File: config.mk
export PLATFORM = sky130hd
export DESIGN_NAME = stc_timer16
export DESIGN_NICKNAME = d
export VERILOG_FILES = /design/src/stc_pkg.sv /design/src/stc_timer16.sv /design/src/stc_edge_det.sv /design/src/stc_prescale.sv
export SDC_FILE = /design/constraint.sdc
export NUM_CORES = 1
export LEC_CHECK = 0
export BUFFER_PORTS_ARGS = -buffer_cell sky130_fd_sc_hd__buf_2
export CAP_MARGIN = 30
export CORE_MARGIN = 2
export CORE_UTILIZATION = 30
export CTS_CLUSTER_SIZE = 14
export DETAILED_ROUTE_END_ITERATION = 8
export PLACE_DENSITY = 0.52
export SYNTH_ARGS = -nofsm -noshare
export SYNTH_HDL_FRONTEND = slang
export SYNTH_SLANG_ARGS = --single-unit
export TNS_END_PERCENT = 10
File: constraint.sdc
create_clock -name sys_clk_i -period 3 [get_ports sys_clk_i]
set_input_delay 0.6 -clock sys_clk_i [delete_from_list [all_inputs] [get_ports sys_clk_i]]
set_output_delay 0.6 -clock sys_clk_i [all_outputs]
set_load 0.01 [all_outputs]
File: src/stc_pkg.sv
package stc_pkg;
  localparam int unsigned ADDR_W = 3;
  localparam logic [2:0] ADDR_CTRL = 3'h0;
  localparam logic [2:0] ADDR_CNT_LO = 3'h1;
  localparam logic [2:0] ADDR_CNT_HI = 3'h2;
  localparam logic [2:0] ADDR_OSC_PORT = 3'h3;
  localparam logic [2:0] ADDR_IRQ_STATUS = 3'h4;
  localparam logic [2:0] ADDR_IRQ_MASK = 3'h5;
  localparam logic [2:0] ADDR_PORT_IN = 3'h6;

  localparam int unsigned CTRL_WIDE = 7;
  localparam int unsigned CTRL_TB_HI = 6;
  localparam int unsigned CTRL_PS_HI = 5;
  localparam int unsigned CTRL_PS_LO = 4;
  localparam int unsigned CTRL_TB_LO = 3;
  localparam int unsigned CTRL_SYNC_BYP = 2;
  localparam int unsigned CTRL_SRC = 1;
  localparam int unsigned CTRL_RUN = 0;

  localparam int unsigned OSC_EN_BIT = 0;
  localparam int unsigned DIR_LO = 1;
  localparam int unsigned PORT_OUT_LO = 3;
  localparam int unsigned IRQ_OVF_BIT = 1;

  localparam logic [7:0] CTRL_RST = 8'h00;
  localparam logic [7:0] OSC_PORT_RST = 8'h06;
  localparam logic [15:0] CNT_MAX = 16'hffff;

  // Instruction cycle is four device clocks
  localparam int unsigned SYS_CLK_HZ = 40000000;
  localparam int unsigned INSTR_HZ = 10000000;
  localparam logic [1:0] INSTR_LAST = 2'(SYS_CLK_HZ / INSTR_HZ - 1);

  localparam logic [4:0] ROUTE_ALL = 5'h1f;
  localparam logic [4:0] ROUTE_TWO_UP = 5'h1e;
  localparam logic [4:0] ROUTE_THREE_UP = 5'h1c;
  localparam logic [4:0] ROUTE_NONE = 5'h00;

  function automatic logic [4:0] stc_route(input logic [1:0] sel);
    case (sel)
      2'h3: stc_route = ROUTE_ALL;
      2'h2: stc_route = ROUTE_THREE_UP;
      2'h1: stc_route = ROUTE_TWO_UP;
      default: stc_route = ROUTE_NONE;
    endcase
  endfunction

  function automatic logic [2:0] stc_ps_mask(input logic [1:0] code);
    case (code)
      2'h3: stc_ps_mask = 3'h7;
      2'h2: stc_ps_mask = 3'h3;
      2'h1: stc_ps_mask = 3'h1;
      default: stc_ps_mask = 3'h0;
    endcase
  endfunction
endpackage

File: src/stc_timer16.sv
`timescale 1ns/10ps
`default_nettype none
module stc_timer16
  import stc_pkg::*;
(
  input wire logic sys_clk_i,
  input wire logic reset_n_i,
  input wire logic [ADDR_W-1:0] addr_i,
  input wire logic [7:0] wdata_i,
  input wire logic wr_i,
  input wire logic rd_i,
  output logic [7:0] rdata_o,
  input wire logic ext_count_i,
  input wire logic sec_osc_i,
  input wire logic special_trig_i,
  input wire logic [1:0] osc_pin_i,
  output logic [1:0] osc_pin_o,
  output logic [1:0] osc_pin_oe_o,
  output logic [4:0] ccp_timebase_o,
  output logic irq_o
);
  typedef struct packed {
    logic [7:0] ctrl;
    logic [7:0] oscp;
    logic [15:0] cnt;
    logic [7:0] hibuf;
    logic flag;
    logic mask;
    logic [7:0] rdata;
    logic [1:0] phase;
    logic armed;
    logic [1:0] pin_s1;
    logic [1:0] pin_s2;
  } stc_state_t;

  stc_state_t r;
  stc_state_t n;
  logic rst_s1_r;
  logic rst_n;

  logic wide;
  logic run;
  logic src_ext;
  logic bypass;
  logic async_mode;
  logic osc_en;
  logic [1:0] ps_code;
  logic rise_ext;
  logic fall_ext;
  logic rise_osc;
  logic fall_osc;
  logic rise;
  logic fall;
  logic instr_tick;
  logic raw_tick;
  logic ps_tick;
  logic wr_lo;
  logic wr_hi;
  logic cnt_wr;
  logic trig_ok;
  logic ovf;
  logic [7:0] rd_mux;

  // Reset release through two flops
  always_ff @(posedge sys_clk_i or negedge reset_n_i) begin
    if (!reset_n_i) begin
      rst_s1_r <= 1'b0;
      rst_n <= 1'b0;
    end else begin
      rst_s1_r <= 1'b1;
      rst_n <= rst_s1_r;
    end
  end

  assign wide = r.ctrl[CTRL_WIDE];
  assign run = r.ctrl[CTRL_RUN];
  assign src_ext = r.ctrl[CTRL_SRC];
  assign bypass = r.ctrl[CTRL_SYNC_BYP];
  assign ps_code = {r.ctrl[CTRL_PS_HI], r.ctrl[CTRL_PS_LO]};
  assign osc_en = r.oscp[OSC_EN_BIT];
  // Mode: timer, synchronous counter or asynchronous counter
  assign async_mode = src_ext & bypass;

  // Each source has its own synchroniser, so no logic ever sees a raw pin
  stc_edge_det u_edge_ext (
    .sys_clk_i(sys_clk_i),
    .rst_n_i(rst_n),
    .pin_i(ext_count_i),
    .bypass_i(bypass),
    .rise_o(rise_ext),
    .fall_o(fall_ext)
  );

  stc_edge_det u_edge_osc (
    .sys_clk_i(sys_clk_i),
    .rst_n_i(rst_n),
    .pin_i(sec_osc_i),
    .bypass_i(bypass),
    .rise_o(rise_osc),
    .fall_o(fall_osc)
  );

  // Oscillator counts when enabled, otherwise the count pin
  assign rise = osc_en ? rise_osc : rise_ext;
  assign fall = osc_en ? fall_osc : fall_ext;

  assign instr_tick = (r.phase == INSTR_LAST);
  assign raw_tick = src_ext ? (rise & r.armed) : instr_tick;

  assign wr_lo = wr_i & (addr_i == ADDR_CNT_LO);
  assign wr_hi = wr_i & (addr_i == ADDR_CNT_HI);
  assign cnt_wr = wr_lo | wr_hi;

  stc_prescale u_ps (
    .sys_clk_i(sys_clk_i),
    .rst_n_i(rst_n),
    .clr_i(wr_lo),
    .tick_i(raw_tick & run),
    .code_i(ps_code),
    .tick_o(ps_tick)
  );

  // Trigger only acts in timer and synchronous counter modes
  assign trig_ok = special_trig_i & ~async_mode & ~cnt_wr;
  assign ovf = ps_tick & (r.cnt == CNT_MAX) & ~cnt_wr;

  always_comb begin
    case (addr_i)
      ADDR_CTRL: rd_mux = r.ctrl;
      ADDR_CNT_LO: rd_mux = r.cnt[7:0];
      ADDR_CNT_HI: rd_mux = wide ? r.hibuf : r.cnt[15:8];
      ADDR_OSC_PORT: rd_mux = r.oscp;
      ADDR_IRQ_STATUS: rd_mux = 8'(r.flag) << IRQ_OVF_BIT;
      ADDR_IRQ_MASK: rd_mux = 8'(r.mask) << IRQ_OVF_BIT;
      ADDR_PORT_IN: rd_mux = osc_en ? 8'h00 : {6'h00, r.pin_s2};
      default: rd_mux = 8'h00;
    endcase
  end

  always_comb begin
    n = r;
    n.phase = r.phase + 2'h1;
    n.pin_s1 = osc_pin_i;
    n.pin_s2 = r.pin_s1;
    n.rdata = 8'h00;

    // Only edges after the first falling edge count
    if (!src_ext) begin
      n.armed = 1'b0;
    end else if (fall) begin
      n.armed = 1'b1;
    end

    if (ps_tick) begin
      n.cnt = r.cnt + 16'h1;
    end
    if (trig_ok) begin
      n.cnt = 16'h0000;
    end
    if (wr_hi) begin
      if (wide) begin
        n.hibuf = wdata_i;
      end else begin
        n.cnt[15:8] = wdata_i;
      end
    end
    if (wr_lo) begin
      n.cnt = wide ? {r.hibuf, wdata_i} : {r.cnt[15:8], wdata_i};
    end

    if (wr_i && addr_i == ADDR_CTRL) begin
      n.ctrl = wdata_i;
    end
    if (wr_i && addr_i == ADDR_OSC_PORT) begin
      n.oscp = wdata_i;
    end
    if (wr_i && addr_i == ADDR_IRQ_MASK) begin
      n.mask = wdata_i[IRQ_OVF_BIT];
    end
    // Write one clears; a new overflow wins
    if (wr_i && addr_i == ADDR_IRQ_STATUS && wdata_i[IRQ_OVF_BIT]) begin
      n.flag = 1'b0;
    end
    if (ovf) begin
      n.flag = 1'b1;
    end

    if (rd_i) begin
      n.rdata = rd_mux;
      if (wide && addr_i == ADDR_CNT_LO) begin
        n.hibuf = r.cnt[15:8];
      end
    end
  end

  always_ff @(posedge sys_clk_i or negedge rst_n) begin
    if (!rst_n) begin
      r <= '0;
      r.ctrl <= CTRL_RST;
      r.oscp <= OSC_PORT_RST;
    end else begin
      r <= n;
    end
  end

  assign rdata_o = r.rdata;
  assign irq_o = r.flag & r.mask;
  assign ccp_timebase_o = stc_route({r.ctrl[CTRL_TB_HI], r.ctrl[CTRL_TB_LO]});
  assign osc_pin_o = r.oscp[PORT_OUT_LO+1:PORT_OUT_LO];
  // Direction bit one means input
  assign osc_pin_oe_o = osc_en ? 2'b00 : ~r.oscp[DIR_LO+1:DIR_LO];
endmodule
`default_nettype wire

File: src/stc_edge_det.sv
`timescale 1ns/10ps
`default_nettype none
module stc_edge_det
  import stc_pkg::*;
(
  input wire logic sys_clk_i,
  input wire logic rst_n_i,
  input wire logic pin_i,
  input wire logic bypass_i,
  output logic rise_o,
  output logic fall_o
);
  typedef struct packed {
    logic s1;
    logic s2;
    logic s3;
    logic prev;
  } stc_edge_t;

  stc_edge_t r;
  stc_edge_t n;
  logic lvl;

  always_comb begin
    n = r;
    n.s1 = pin_i;
    n.s2 = r.s1;
    n.s3 = r.s2;
    // Synchronous mode adds a retiming stage
    lvl = bypass_i ? r.s2 : r.s3;
    n.prev = lvl;
  end

  assign rise_o = lvl & ~r.prev;
  assign fall_o = ~lvl & r.prev;

  always_ff @(posedge sys_clk_i or negedge rst_n_i) begin
    if (!rst_n_i) begin
      r <= '0;
    end else begin
      r <= n;
    end
  end
endmodule
`default_nettype wire

File: src/stc_prescale.sv
`timescale 1ns/10ps
`default_nettype none
module stc_prescale
  import stc_pkg::*;
(
  input wire logic sys_clk_i,
  input wire logic rst_n_i,
  input wire logic clr_i,
  input wire logic tick_i,
  input wire logic [1:0] code_i,
  output logic tick_o
);
  typedef struct packed {
    logic [2:0] cnt;
  } stc_ps_t;

  stc_ps_t r;
  stc_ps_t n;
  logic [2:0] msk;

  always_comb begin
    n = r;
    msk = stc_ps_mask(code_i);
    if (clr_i) begin
      n.cnt = 3'h0;
    end else if (tick_i) begin
      n.cnt = (r.cnt & msk) == msk ? 3'h0 : r.cnt + 3'h1;
    end
  end

  assign tick_o = tick_i & ~clr_i & ((r.cnt & msk) == msk);

  always_ff @(posedge sys_clk_i or negedge rst_n_i) begin
    if (!rst_n_i) begin
      r <= '0;
    end else begin
      r <= n;
    end
  end
endmodule
`default_nettype wire

# Word-level counts from Yosys, hierarchy flattened
# Cells that the tools add are included.
[classes]
n_addsub = 3
n_eq_ne = 17
muxes = 29
n_bitwise = 26
reduce_logical = 10
[ops]
columns = ["operator", "count"]
rows = [
  ["16-bit 2-to-1 mux", 4],
  ["8-bit 2-to-1 mux", 8],
  ["8-bit case mux with 7 select lines", 1],
  ["16-bit by 1-bit adder with 16-bit output (second input constant)", 1],
  ["1-bit AND", 16],
  ["16-bit equality test (second input constant)", 1],
  ["5-bit case mux with 3 select lines", 1],
  ["2-bit equality test (second input constant)", 5],
  ["3-bit equality test (second input constant)", 3],
  ["1-bit 2-to-1 mux", 9],
  ["3-bit 2-to-1 mux", 3],
  ["3-bit case mux with 3 select lines", 1],
  ["1-bit inverter", 7],
  ["3-bit by 2-bit equality test with 1-bit output (second input constant)", 2],
  ["1-bit logical AND", 6],
  ["2-bit by 1-bit equality test with 1-bit output (second input constant)", 2],
  ["2-bit 2-to-1 mux", 2],
  ["2-bit nonzero test", 2],
  ["3-bit by 1-bit adder with 3-bit output (second input constant)", 1],
  ["3-bit AND", 1],
  ["3-bit by 1-bit equality test with 1-bit output (second input constant)", 1],
  ["3-bit equality test", 1],
  ["3-bit logical NOT", 1],
  ["3-bit nonzero test", 1],
  ["5 further kinds", 5],
]
[word_totals]
reg_bits = 70
in_bits = 20
output_inout_bits = 18

# Depth between registers and ports, before layout
[depth]
ltp_word = 13
ltp_mapped = 8

# By module
# Synthesis repeated with hierarchy kept, for this count alone.
[hier_totals]
cells_unflattened = 343
hier_area_um2 = 3628.5
[modules_own_cells]
columns = ["module", "instances", "cells_per_inst", "area_each_um2"]
rows = [
  ["stc_timer16", 1, 305, 3190.6],
  ["stc_edge_det", 2, 8, 123.9],
  ["stc_prescale", 1, 22, 190.2],
]

# Worst setup path after synthesis
# No wires, ideal clock.
[synth_timing]
path_kind = "input-to-reg"
from = "input wr_i"
to = "register r[37] (netlist name)"
setup_ps = 125
arrival_ps = 1992
required_ps = 2875
path_slack_ps = 882
cell_stages = 7
n_path_buf = 1
cell_sequence = "nor4bb_1 -> or2_0 -> buf_2 -> or3b_4 -> nor4_4 -> xnor2_1 -> o21ai_2"
[synth_between]
elab_chain_len = 9
elab_cells_between_ends = 14
[synth_rtl]
columns = ["element", "line_no", "text"]
rows = [
  ["start: declaration", "stc_timer16.sv:10", "input wire logic wr_i,"],
  ["1-bit AND", "stc_timer16.sv:110", "assign wr_lo = wr_i & (addr_i == ADDR_CNT_LO);"],
  ["1-bit inverter", "stc_prescale.sv:31", "assign tick_o = tick_i & ~clr_i & ((r.cnt & msk) == msk);"],
  ["1-bit AND (2 in a row)", "stc_prescale.sv:31", ""],
  ["16-bit 2-to-1 mux", "stc_timer16.sv:154", "if (ps_tick) begin"],
  ["16-bit 2-to-1 mux", "stc_timer16.sv:157", "if (trig_ok) begin"],
  ["8-bit 2-to-1 mux", "stc_timer16.sv:161", "if (wide) begin"],
  ["8-bit 2-to-1 mux", "stc_timer16.sv:160", "if (wr_hi) begin"],
  ["16-bit 2-to-1 mux", "stc_timer16.sv:167", "if (wr_lo) begin"],
  ["end signal: assignment", "stc_timer16.sv:202", "r <= n;"],
  ["end: declaration", "stc_timer16.sv:36", "stc_state_t r;"],
]
# Parallel ways exist; a longest one is shown, timed or not. The select of a mux whose other input is x is not followed.
# A chain may end at the register's enable or synchronous reset.

# Worst setup path in the final report
[layout_timing]
from = "register r, in the netlist osc_en"
to = "register r[29] (netlist name)"
[layout_between]
elab_chain_len = 7
[layout_rtl]
columns = ["element", "line_no", "text"]
rows = [
  ["1-bit 2-to-1 mux", "stc_timer16.sv:104", "assign rise = osc_en ? rise_osc : rise_ext;"],
  ["1-bit AND", "stc_timer16.sv:108", "assign raw_tick = src_ext ? (rise & r.armed) : instr_tick;"],
  ["1-bit 2-to-1 mux", "stc_timer16.sv:108", ""],
  ["1-bit AND", "stc_timer16.sv:118", ".tick_i(raw_tick & run),"],
  ["1-bit AND (2 in a row)", "stc_prescale.sv:31", ""],
  ["3-bit nonzero test (no source line)", "-", ""],
]
# No other way between the ends.

==> flow_metrics.py <==
metrics = {
    "global_routing": {
        "grt_pass1_wl_um": 16300,
        "grt_max_degree": 29,
        "overflow": 0,
        "antenna_found_initial": 0,
        "track_usage_pct": 16.2,
        "grt_pass1_vias": 2874,
    },
    "timing": {
        "setup_tns_ns": 0,
        "fin_worst_skew_ns": 0.00677,
        "worstMarginPinSlew_ns": 0.991,
        "setup_violations": 0,
        "timing.final.crit_share_pct": 77.9,
        "slew_headroom_pct": 33.4,
        "fmaxAchievable_ghz": 0.428,
        "hold_viol_final": 0,
        "fin_crit_ns": 2.34,
        "rsz0062_at_grt": "false",
        "slew_viol_final": 0,
        "whs_ns": 0.0468,
    },
    "final_layout": {
        "stdcell_count": 549,
        "diodes": 0,
        "fin_util_pct": 35.7,
        "nets": 420,
        "layout-drive-gt1-share_pct": 23.6,
        "design_area_um2": 4270,
        "area_growth_pct": 16.5,
    },
    "clocking": {
        "postCtsSetupRepairBufs": 0,
        "cts_tree": "built",
        "cts_resized": 0,
        "ctsHoldBuffers": 0,
        "clock-root-buffer": "clkbuf_16",
        "clkSinkCount": 70,
        "clock_latency_ns": 0.33,
        "numCtsBuffers": 9,
        "cts_max_level": 3,
        "clk_pin_slew_ns": 0.06,
        "clk_path_buf_depth": 2,
    },
    "die": {
        "num_rows": 40,
        "io_pins": 38,
        "dieArea_um2": 13100,
        "start_util_pct": 30.6,
        "core_um2": 12000,
        "fp.dieW_um": 114,
        "die_y_um": 114,
    },
    "route": {
        "vias_per_cell": 5.29,
        "wl_per_cell_um": 18.1,
        "drtIter0Drc": 202,
        "drc": 0,
        "vias": 2902,
        "routed_wl_um": 9940,
        "drtAntennaViolNets": 0,
        "firstDrtPassIters": 4,
    },
    "place": {
        "dp_hpwl_um": 7220,
        "place_congestion": 0.943,
        "place_area_um2": 3940,
        "portBuffers": 37,
        "dp.cells": 533,
    },
    "run_status": {
        "outcome": "finished clean",
    },
    "min_path": {
        "hold_path.class": "input port to asynchronous set/reset pin",
    },
    "pwr": {
        "power_per_cell_area_nw_per_um2": 695,
        "ir_worst_vdd_mv": 0.328,
        "leakagePower_nw": 1.84,
    },
    "critical_path": {
        "arrival_ns": 2.55,
        "cp-end-kind": "register",
        "worstPathRequired_ns": 3.21,
        "cp_max_fo": 10,
        "startpoint_type": "register",
        "critPathKind": "register to register",
    },
    "synth": {
        "ys_ff_latch": 70,
        "netlist_instances": 372,
        "yosysSeqAreaShare_pct": 47.9,
        "syn_area_um2": 3660,
        "synth_warnings": 0,
        "syn-num-nets": 395,
        "synth_area_per_cell_um2": 9.84,
        "synthArstFlopShare_pct": 100,
        "synth.distinct_cells": 53,
        "synth-edff-count": 0,
        "ys.flop_type": "dfrtp_1",
    },
    "flow_run": {
        "maxCapViolations": 0,
    },
}
==> kinds of logic after synthesis <==
kind of cell / share of synthesized area (%)
adders and majority gates: 1.03
xor gates and xnor gates: 2.87
AOI/OAI and AO/OA: 13.7
DFF: 47.9
other: 0.102
muxes: 9.74
and+or+nand+nor: 18.7
buffers and inverters: 6.02
==> layout by cell type, fill, tap and decap left out, types with 4 or more instances in the layout <==
cell type,instances
and3_1,4
a21oi_1,9
a221oi_1,4
nand3_1,7
mux2_2,17
nor2_1,23
nor3_1,12
xnor2_1,11
o21ai_0,33
inv_1,15
mux2i_1,12
buf_4,8
buf_2,37
clkbuf_16,9
nand4_1,4
dfrtp_1,67
nand2_1,52
a22oi_1,12
==> critical path, cell delays in order, from the launching register on <==
cell	delay [ns]
dfrtp_1	0.51
o41ai_2	0.59
o211ai_1	0.20
buf_4	0.22
nor2_1	0.41
nand3_1	0.14
o311a_1	0.14
==> area by class of cell <==
type                    count  area (um2)
flip-flops and latches     70        1760
fillers                  1209        7700
inverters                  15        56.3
clock inverters             7        97.6
clock buffers               9         225
repair buffers             45         245
multi-input cells         256        1700
well taps                 147         184
==> stage by stage <==
stage | power (W) | setup WS [ns]
4_1_cts | 0.00299 | 0.635
5_1_grt | 0.00313 | 0.477
3_5_place_dp | 0.00182 | 0.367
6_report | 0.00296 | 0.663
3_3_place_gp | 0.00181 | 0.378
2_1_floorplan | 0.00163 | 0.882
==> final timing paths <==
check                                     start              end  cells after the start  slack, ns
worst max-delay path                     osc_en            r[29]                      6       0.66
worst min-delay path                  reset_n_i         rst_s1_r                      1       0.05
worst max register to register           osc_en            r[29]                      6       0.66
worst min register to register            rst_n            r[23]                      0       0.25
max in group asynchronous                 rst_n            r[43]                      1       1.97
min in group sys_clk_i          u_edge_ext.n[2]  u_edge_ext.n[1]                      0       0.35
==> where the power goes <==
part	internal [W]	switching [W]
sequential	0.00110	0.000153
clock	0.000730	0.000424
combinational	0.000233	0.000324
total	0.00206	0.000902
==> metal layers <==
layer  track usage, %  wire [um]  vias to the layer above
met1             23.8       4710                     1430
met3             3.12        624                       16
li1                 -          -                     1346
met2             23.9       4390                      110
met4             5.37        212                        0
met5                0          0                        -
==> sequential cells by signal (all words and copies together), names as in the netlist <==
| register | flops |
|---|---|
| rdata_o | 8 |
| osc_en | 1 |
| rst_n | 1 |
| n | 2 |
| u_ps.r | 3 |
| u_edge_ext.n | 2 |
| ps_code | 2 |
| u_edge_ext.r | 2 |
| osc_pin_o | 2 |
| rst_s1_r | 1 |
| u_edge_osc.n | 2 |
| r | 41 |
| u_edge_osc.r | 2 |
| bypass | 1 |
==> cell usage after synthesis, drive strengths merged, types with 3 or more instances <==
master / instances / area share [%]
dfrtp: 68 / 46
nand2: 52 / 5.3
o21ai: 37 / 5.3
nor2: 23 / 2.4
mux2: 17 / 5.2
buf: 16 / 2.9
clkbuf: 15 / 1.5
inv: 15 / 1.5
nor3: 13 / 1.9
a22oi: 12 / 2.5
mux2i: 12 / 3.3
xnor2: 11 / 2.6
a21oi: 9 / 1.2
nand3: 7 / 0.96
nor4: 5 / 2.1
a221oi: 4 / 0.96
and3: 4 / 0.68
nand4: 4 / 0.68
and2: 3 / 0.51
ha: 3 / 1.0
nor2b: 3 / 0.51
o211ai: 3 / 0.62
or2: 3 / 0.51
Power figures use the tool's default switching activity.
